File: src/common/window_watchdog_consts.vh
`ifndef WINDOW_WATCHDOG_CONSTS_VH
`define WINDOW_WATCHDOG_CONSTS_VH
// clock rate in kHz
`define WD_CLK_KHZ 10000
// mode field codes
`define WD_MODE_OFF 2'h0
`define WD_MODE_WINDOW 2'h1
`define WD_MODE_TIMEOUT 2'h2
// period select codes, longest is the start-up default
`define WD_PER_16MS 2'h0
`define WD_PER_32MS 2'h1
`define WD_PER_64MS 2'h2
`define WD_PER_128MS 2'h3
`define WD_PER_DEFAULT 2'h3
// times in microseconds as printed
`define WD_TRIG_LOW_US 60
`define WD_PERIOD_16_US 16000
`define WD_PERIOD_32_US 32000
`define WD_PERIOD_64_US 64000
`define WD_PERIOD_128_US 128000
`define WD_RST_SHORT_US 700
`define WD_RST_LONG_US 4000
// cycle counts derived from the times (least times round up)
`define WD_TRIG_LOW_CYC ((`WD_TRIG_LOW_US * `WD_CLK_KHZ + 999) / 1000)
`define WD_US_TO_CYC(t) (((t) * `WD_CLK_KHZ) / 1000)
// operating states of the device
`define ST_NORMAL 3'h0
`define ST_STANDBY 3'h1
`define ST_PORT 3'h2
`define ST_GO_TO_SLEEP 3'h3
`define ST_SLEEP 3'h4
`define ST_RESET 3'h5
`define ST_CONFIG 3'h6
`endif

File: src/verilog/window_watchdog.v
`include "window_watchdog_consts.vh"
`default_nettype none
// Behaviour
// - mode 01 window, 10 timeout; autonomous bit set gives autonomous behaviour.
// - timeout behaviour restarts on any trigger, resets when period elapses.
// - window behaviour accepts triggers only in second half of period.
// - window behaviour resets on early trigger or overflow.
// - trigger is a low pulse of at least 60 us; shorter ignored.
// - failure enters reset state and pulses the pin low by driving reset_out_oe_n low; the module only raises watchdog_fail, op_state is an input.
// - first trigger after start-up supervised in timeout with longest period.
// - four selectable periods, longest is the start-up default.
// - periods are 16, 32, 64 and 128 ms.
// - autonomous: stop on leaving normal, restart on wake or normal.
// - autonomous: off in standby, port, go-to-sleep while no wake pending.
// - window/timeout run in active states; off in sleep, reset, config.
// - configuration changes only taken in configuration state.
// - software-development: sample trigger at reset-to-standby, high enables.
// - factory condition: configuration state with watchdog off.
// - after programming with watchdog off, standby with watchdog disabled.
// - reset pulse length 0.7 or 4.0 ms.
module window_watchdog
(
    // clock and reset
    input wire clk,
    input wire reset_n,
    // device operating state and wake indication
    input wire [2:0] op_state,
    input wire wake_pending,
    // nonvolatile configuration, with write strobe from programming
    input wire nonvolatile_config_write,
    input wire [1:0] watchdog_mode_select,
    input wire autonomous_select,
    input wire sw_development_enable,
    input wire [1:0] watchdog_period_select,
    input wire reset_length_long,
    // pins
    input wire trigger_input,
    output wire reset_out_n,
    output wire reset_out_oe_n,
    // status
    output wire watchdog_active,
    output reg watchdog_fail
);
    // counts are worked out at full integer width, then cut to the counter width
    localparam [31:0] TRIG_FULL = `WD_TRIG_LOW_CYC;
    localparam [31:0] RST_SHORT_FULL = `WD_US_TO_CYC(`WD_RST_SHORT_US);
    localparam [31:0] RST_LONG_FULL = `WD_US_TO_CYC(`WD_RST_LONG_US);
    localparam [31:0] PER_16_FULL = `WD_US_TO_CYC(`WD_PERIOD_16_US);
    localparam [31:0] PER_32_FULL = `WD_US_TO_CYC(`WD_PERIOD_32_US);
    localparam [31:0] PER_64_FULL = `WD_US_TO_CYC(`WD_PERIOD_64_US);
    localparam [31:0] PER_128_FULL = `WD_US_TO_CYC(`WD_PERIOD_128_US);
    localparam [23:0] TRIG_CYC = TRIG_FULL[23:0];
    localparam [23:0] RST_SHORT_CYC = RST_SHORT_FULL[23:0];
    localparam [23:0] RST_LONG_CYC = RST_LONG_FULL[23:0];

    // period length in cycles for a select code
    function [23:0] period_cyc;
        input [1:0] sel;
        begin
            case (sel)
                `WD_PER_16MS: period_cyc = PER_16_FULL[23:0];
                `WD_PER_32MS: period_cyc = PER_32_FULL[23:0];
                `WD_PER_64MS: period_cyc = PER_64_FULL[23:0];
                default: period_cyc = PER_128_FULL[23:0];
            endcase
        end
    endfunction

    // ==========================================================
    // configuration held from nonvolatile settings
    reg [1:0] mode_q;
    reg auto_q;
    reg sdm_q;
    reg [1:0] per_q;
    reg rst_long_q;
    // factory state: mode off, longest period
    always @(posedge clk or negedge reset_n)
    begin
        if (!reset_n)
        begin
            mode_q <= `WD_MODE_OFF;
            auto_q <= 1'b0;
            sdm_q <= 1'b0;
            per_q <= `WD_PER_DEFAULT;
            rst_long_q <= 1'b0;
        end
        else if (nonvolatile_config_write && op_state == `ST_CONFIG)
        begin
            mode_q <= watchdog_mode_select;
            auto_q <= autonomous_select;
            sdm_q <= sw_development_enable;
            per_q <= watchdog_period_select;
            rst_long_q <= reset_length_long;
        end
    end

    // ==========================================================
    // trigger pin synchroniser and low-pulse filter
    reg [2:0] trig_sync_q;
    reg trig_lvl_q;
    reg [23:0] low_cnt_q;
    reg trig_pulse_q;
    always @(posedge clk or negedge reset_n)
    begin
        if (!reset_n)
        begin
            trig_sync_q <= 3'h7;
            trig_lvl_q <= 1'b1;
            low_cnt_q <= 24'h0;
            trig_pulse_q <= 1'b0;
        end
        else
        begin
            trig_sync_q <= {trig_sync_q[1:0], trigger_input};
            if (trig_sync_q[1] == trig_sync_q[2])
                trig_lvl_q <= trig_sync_q[2];
            trig_pulse_q <= 1'b0;
            if (!trig_lvl_q)
            begin
                if (low_cnt_q < TRIG_CYC)
                    low_cnt_q <= low_cnt_q + 24'h1;
            end
            else
            begin
                // pulse counts on release only when long enough
                if (low_cnt_q >= TRIG_CYC)
                    trig_pulse_q <= 1'b1;
                low_cnt_q <= 24'h0;
            end
        end
    end

    // ==========================================================
    // enable by state, behaviour and software-development strap
    reg [2:0] state_prev_q;
    reg sdm_on_q;
    reg first_q;
    wire run_mode = (mode_q == `WD_MODE_WINDOW) || (mode_q == `WD_MODE_TIMEOUT);
    wire off_state = (op_state == `ST_SLEEP) || (op_state == `ST_RESET) ||
        (op_state == `ST_CONFIG);
    // autonomous runs only in normal or with a wake pending
    wire auto_ok = (op_state == `ST_NORMAL) || wake_pending;
    wire enabled = run_mode && !off_state && (!auto_q || auto_ok) &&
        (!sdm_q || sdm_on_q);
    reg enabled_q;
    assign watchdog_active = enabled;

    // strap sampled on reset-to-standby transition
    always @(posedge clk or negedge reset_n)
    begin
        if (!reset_n)
        begin
            state_prev_q <= `ST_RESET;
            sdm_on_q <= 1'b0;
            enabled_q <= 1'b0;
        end
        else
        begin
            state_prev_q <= op_state;
            enabled_q <= enabled;
            if (state_prev_q == `ST_RESET && op_state == `ST_STANDBY)
                sdm_on_q <= trig_lvl_q;
        end
    end

    // ==========================================================
    // watchdog timer and supervision
    reg [23:0] timer_q;
    reg [23:0] rst_cnt_q;
    wire [23:0] cur_per = first_q ? period_cyc(`WD_PER_DEFAULT) : period_cyc(per_q);
    wire is_window = !first_q && mode_q == `WD_MODE_WINDOW;
    wire early = is_window && (timer_q < {1'b0, cur_per[23:1]});
    // failure: trigger in the closed half, or the period running out
    wire fail = enabled_q && enabled &&
        ((trig_pulse_q && early) || (timer_q >= cur_per - 24'h1));
    always @(posedge clk or negedge reset_n)
    begin
        if (!reset_n)
        begin
            timer_q <= 24'h0;
            first_q <= 1'b1;
            rst_cnt_q <= 24'h0;
            watchdog_fail <= 1'b0;
        end
        else
        begin
            watchdog_fail <= fail;
            // reset pulse length counts down to zero
            if (rst_cnt_q != 24'h0)
                rst_cnt_q <= rst_cnt_q - 24'h1;
            // a failure restarts supervision under the start-up rule
            if (fail)
            begin
                rst_cnt_q <= rst_long_q ? RST_LONG_CYC : RST_SHORT_CYC;
                timer_q <= 24'h0;
                first_q <= 1'b1;
            end
            else if (!enabled || !enabled_q || op_state == `ST_RESET)
            begin
                timer_q <= 24'h0;
                if (!enabled)
                    first_q <= 1'b1;
            end
            else if (trig_pulse_q)
            begin
                timer_q <= 24'h0;
                first_q <= 1'b0;
            end
            else
                timer_q <= timer_q + 24'h1;
        end
    end

    // reset pin is open drain: driven low while pulse runs
    assign reset_out_n = 1'b0;
    assign reset_out_oe_n = (rst_cnt_q == 24'h0);
endmodule // window_watchdog
`default_nettype wire

File: config.mk
export PLATFORM = sky130hd
export DESIGN_NAME = window_watchdog
export DESIGN_NICKNAME = d
export VERILOG_FILES = /design/src/verilog/window_watchdog.v
export VERILOG_INCLUDE_DIRS = /design/src /design/src/common
export SDC_FILE = /design/constraint.sdc
export NUM_CORES = 1
export LEC_CHECK = 0
export BUFFER_PORTS_ARGS = -buffer_cell sky130_fd_sc_hd__buf_2
export CAP_MARGIN = 10
export CORE_AREA = 2 2 115 117
export CTS_CLUSTER_DIAMETER = 200
export DETAILED_ROUTE_END_ITERATION = 8
export DIE_AREA = 0 0 117 119
export HOLD_SLACK_MARGIN = 0.02
export PLACE_DENSITY = 0.57
export SLEW_MARGIN = 25
export SYNTH_ARGS = -nofsm -noshare
export SYNTH_HDL_FRONTEND = slang
export SYNTH_SLANG_ARGS = --single-unit
File: constraint.sdc
create_clock -name clk -period 4.6 [get_ports clk]
set_input_delay 0.92 -clock clk [delete_from_list [all_inputs] [get_ports clk]]
set_output_delay 0.92 -clock clk [all_outputs]
set_load 0.01 [all_outputs]
After elaboration in Yosys (flattened, before gate mapping)
Index checks and enable logic that the tools add are counted.
{"block": "classes", "add_sub_neg": 4, "n_lt_le_gt_ge": 4, "eq_ne": 11, "mux": 16, "reduce_logical": 33}
{"op": "$mux W24", "count": 8}
{"op": "$pmux W21 S3", "count": 1}
{"op": "$add A24 B1 Y24 const B", "count": 2}
{"op": "$sub A24 B1 Y24 const B", "count": 2}
{"op": "$ge A24 B10 Y1 const B", "count": 1}
{"op": "$ge A24 B24 Y1", "count": 1}
{"op": "$logic_not A24 Y1", "count": 1}
{"op": "$lt A24 B10 Y1 const B", "count": 1}
{"op": "$lt A24 B23 Y1", "count": 1}
{"op": "$reduce_bool A24 Y1", "count": 1}
{"op": "$mux W16", "count": 1}
{"op": "$eq A3 B3 Y1 const B", "count": 4}
{"op": "$logic_and A1 B1 Y1", "count": 10}
{"op": "$logic_or A1 B1 Y1", "count": 9}
{"op": "$logic_not A1 Y1", "count": 6}
{"op": "$mux W1", "count": 6}
{"op": "$eq A2 B1 Y1 const B", "count": 2}
{"op": "$eq A2 B2 Y1 const B", "count": 2}
{"op": "$reduce_bool A2 Y1", "count": 2}
{"op": "$eq A3 B1 Y1 const B", "count": 1}
{"op": "$logic_not A3 Y1", "count": 1}
{"op": "$ne A3 B3 Y1 const B", "count": 1}
{"op": "$reduce_bool A3 Y1", "count": 1}
{"op": "$logic_not A2 Y1", "count": 1}
{"op": "other kinds (2)", "count": 2}
{"block": "word_totals", "register_bits": 91, "input_bits": 15, "output_inout_bits": 4, "elab_cells": 84}

Longest topological paths before layout
{"block": "depth", "ltp_word": 12, "ltp_mapped": 17, "depth_no_buf": 15}

Least setup slack after synthesis
OpenSTA, ideal clock, no wires.
{"block": "synth_timing", "path_type": "reg-to-reg", "start": "reg per_q[0]", "end": "reg timer_q[9]", "t_arrival_ns": 3.092, "setup_slack_ns": 1.437, "stages_incl_launch_ff": 18, "period_less_slack_ns": 3.163, "cell_sequence": "dfstp_2 > inv_1 > ha_1 > nand2_1 > ha_1 > nand2b_1 > nor2_1 > xor2_1 > nand2_1 > ha_1 > a211oi_1 > o21bai_1 > o21bai_1 > o311a_1 > or3b_1 > clkbuf_1 > buf_2 > nor2_1"}
{"block": "synth_via", "elab_chain_len": 9, "word_cells_on_any_way": 13, "classes_between": "add/sub: 1; order compare: 2; eq/ne: 2; mux: 3; reduce/logical: 5"}
{"item": "from (decl)", "line": "window_watchdog.v:74", "rtl": "reg [1:0] per_q;"}
{"item": "from (signal assigned)", "line": "window_watchdog.v:84", "rtl": "per_q <= `WD_PER_DEFAULT;"}
{"item": "from (signal assigned)", "line": "window_watchdog.v:92", "rtl": "per_q <= watchdog_period_select;"}
{"item": "$eq A2 B2 Y1, or another cell as far along", "line": "window_watchdog.v:60", "rtl": "case (sel)"}
{"item": "$pmux W21 S3 *", "line": "window_watchdog.v:60"}
{"item": "$mux W24 *", "line": "window_watchdog.v:170", "rtl": "wire [23:0] cur_per = first_q ? period_cyc(`WD_PER_DEFAULT) : period_cyc(per_q);"}
{"item": "parallel branches: the longest is 3 deep, another holds $sub A24 B1 Y24"}
{"item": "$logic_or A1 B1 Y1 *", "line": "window_watchdog.v:175", "rtl": "((trig_pulse_q && early) || (timer_q >= cur_per - 24'h1));"}
{"item": "$logic_and A1 B1 Y1 *", "line": "window_watchdog.v:174", "rtl": "wire fail = enabled_q && enabled &&"}
{"item": "$mux W24 *", "line": "window_watchdog.v:192", "rtl": "if (fail)"}
{"item": "to (signal assigned)", "line": "window_watchdog.v:210", "rtl": "timer_q <= timer_q + 24'h1;"}
{"item": "to (decl)", "line": "window_watchdog.v:168", "rtl": "reg [23:0] timer_q;"}
Mark *: on every way between the ends.
A chain may end at the register's enable or synchronous reset.

Final worst setup path
{"block": "layout_timing", "start": "reg per_q[0]", "end": "reg timer_q[20]"}
Same word-level chain as after synthesis.

==> implementation parameters <==
Parameter                              Value

Synth
  Number of enable flip-flop cells after synthesis    0
  Post-synthesis share of cell area spent on and, or, nand and nor gates    23.0%
  Multiplexer share of the synthesized area    3.09%
  Cells after Synth    478
  Leading cell types by total area after synthesis    dfrtp_1 42%, ha_1 9.6%, nor2_1 5.7%
  Async set or reset register ratio after synthesis    100%
  Most used flip-flop cell after synthesis    dfrtp_1
  Most common cell in the synthesized netlist    dfrtp_1
  Seq/Total Area, Yosys    46.3%
  Total standard cell area after synthesis    4940 um2
  Complex-gate fraction of the synthesized area    6.73%
  Largest family of logic cells by synthesized area    simple AND/OR/NAND/NOR gates
  Share of the synthesized netlist area taken by xor and xnor gates    8.51%
  Adder and majority gate portion of the synthesized area    9.82%
  Top cells by count, synth    82 x dfrtp_1, 75 x nor2_1, 38 x ha_1
  Flop and latch count out of synthesis    91
  Cell type contributing the most total cell area after synthesis    dfrtp_1
  Synth Warn #    0
  Mapped Avg Cell Area    10.3 um2
  Proportion of netlist area held by the largest area contributor    41.5%
  Count of unique library cells instantiated by Yosys    61

Floorplanning
  Floorplan row count    42
  Core area    12,900 um2
  Area of the die    13,900 um2
  Die Span Y    119 um
  Number of top-level pins    19
  Initial Util    38.4%
  Width of the die    117 um

Worst setup path
  Critical-path maximum fanout    23
  WP data arrival    3.98 ns
  Nature of the critical path endpoint    flip-flop
  Critical path required time    4.86 ns
  Number of cells on the worst reg-to-reg path    15
  Type of element launching the critical path    flip-flop
  Classification of the worst setup path    reg -> reg

Clock tree
  Number of levels in the clock H-tree    3
  Deepest clock path buffer count    2
  Total CTS buffers    9
  Clock input transition at the sequential cells of the worst setup and hold paths    0.07 ns
  Post-CTS repair timing setup buffer count    0
  Clock network latency to the later pin of the worst-skew pair    0.34 ns
  Gates resized, CTS repair    0
  Root Driver    clkbuf_16
  Count of hold-fix buffers inserted at cts    0
  # clock sinks    91
  TritonCTS clock tree    built

Global routing
  Number of antenna violations at the first check in global routing    1
  Met2 demand-to-capacity share in global routing    23.7%
  Via count of the first global-routing pass    3,402
  Met3 Resource Use GR    3.51%
  Gr ovfl total    0
  GR Layer Usage met1    18.2%
  First-pass GRT wire length    15,700 um
  Total routing usage reported by global routing    14.3%
  Largest net degree at the start of global routing    73
  Most congested layer reported by global routing    met2

Detailed routing
  Count of TritonRoute iterations in the first routing pass    4
  Detailed-route DRC error count    0
  Routed wire length    9260 um
  Final routed wire length divided by cell count    13.6 um
  Vias after detailed routing    3,450
  Vias per cell    5.07
  Antenna violation net count after detailed routing    0
  Starting DRT DRC Count    211

Finish
  Number of nets in the layout    552
  Layout cells sized above 1    14.5%
  Area growth from synthesis to layout    11.8%
  Post-route insts no fill    681
  Fillers    1,223

Place
  GPL Wtd Cong    0.841
  Placed cell count    663
  Number of buffers added on ports    17
  Placed wire-length estimate    6600 um

STA
  Timing-limited maximum frequency    269 MHz
  Worst-case clock skew    0.00817 ns
  Worst slew slack as a fraction of its limit    39.3%
  Final count of pins violating max slew    0
  Number of setup violations in the final report    0
  Post-route setup TNS    0 ns
  Fin crit share    80.8%
  Setup repair after global routing missed its margin    false
  Final min period    3.72 ns
  Actual transition at the worst max-transition pin    0.904 ns
  Hold Vio Cnt, Final    0

Power
  Worst VDD drop    0.250 mV
  P per Cell Area    387 nW/um2
  Cell leakage power    2.46 nW

Outcome
  Result of the run    finished clean

Flow run
  Max-cap violations    0

Hold path
  Class of the most critical hold timing path    reg -> reg
  Hold depth    0
## worst paths after layout
path                                 from        endpoint  slack [ns]
max                              per_q[0]     timer_q[20]        0.88
min                        trig_sync_q[0]  trig_sync_q[1]        0.36
min reg2reg                trig_sync_q[0]  trig_sync_q[1]        0.36
max in group asynchronous         reset_n  trig_sync_q[0]        3.21
max reg2reg                      per_q[0]     timer_q[20]        0.88
min in group asynchronous         reset_n     timer_q[11]        0.46
## area by class of cell
class / instances / area (um2) / share of cell area (%)
antenna: 1 / 2.50 / 0.0453
clock buffer: 9 / 225 / 4.08
clock inverter: 7 / 61.3 / 1.11
sequential: 91 / 2290 / 41.4
tap: 176 / 220 / 3.99
inverter: 15 / 56.3 / 1.02
timing repair buffer: 20 / 130 / 2.36
multi-input combinational: 362 / 2540 / 46.0
## flip-flops by register name, summed over array words and instances (netlist names)
name	flops
auto_q	1
enabled_q	1
first_q	1
low_cnt_q	24
mode_q	2
per_q	2
rst_cnt_q	24
rst_long_q	1
sdm_on_q	1
sdm_q	1
state_prev_q	3
timer_q	24
trig_lvl_q	1
trig_pulse_q	1
trig_sync_q	3
watchdog_fail	1
## stage by stage
stage | utilization (%) | instance area (um2) | hold slack, ns | power (mW) | setup slack, ns
floorplan | - | 4950 | 0.345 | 1.35 | 1.44
global placement | 40.5 | 5210 | 0.346 | 1.44 | 1.09
detailed placement | 40.5 | 5210 | 0.348 | 1.45 | 0.909
CTS | 42.7 | 5500 | 0.358 | 2.17 | 0.888
global route | 42.9 | 5520 | 0.365 | 2.27 | 0.604
finish | 42.9 | 5530 | 0.356 | 2.14 | 0.881
## cells by family after synthesis
kind of cell               Yosys count
muxes                               14
adders and majority gates           39
and+or+nand+nor                    212
DFF                                 91
xor gates and xnor gates            48
other                                2
AOI/OAI and AO/OA                   46
buffers and inverters               26
## where the power goes
group / total (mW) / switching [mW] / internal (mW)
combinational: 0.367 / 0.184 / 0.183
clock: 0.700 / 0.324 / 0.376
sequential: 1.07 / 0.142 / 0.930
## critical path: stages (launching register included)
cell      delay (ns)
dfstp_2         0.56
inv_1           0.09
ha_1            0.26
nand2_1         0.16
ha_1            0.21
nand2b_1        0.09
nor2_1          0.12
xor2_1          0.18
nand2_1         0.08
ha_1            0.18
a211oi_1        0.25
o21bai_1        0.11
o21bai_1        0.13
o311a_1         0.28
or3b_1          0.70
nor2_1          0.21
## cells in the final DEF (no fill, tap or decap), drive strengths merged, types with 12 or more instances in the layout
cell,n
buf,20
nor2b,17
a21oi,13
inv,18
and3,12
nand4,14
xnor2,23
nand2,28
dfrtp,82
nand3,23
nor2,75
xor2,25
ha,38
## per-layer routing
metal	vias up	routed length, um	share of wire, %
met5	-	0	0
met4	0	144	1.6
met3	12	253	2.7
met2	36	4540	49
met1	1688	4310	47
li1	1714	-	-
Power figures use the tool's default switching activity.
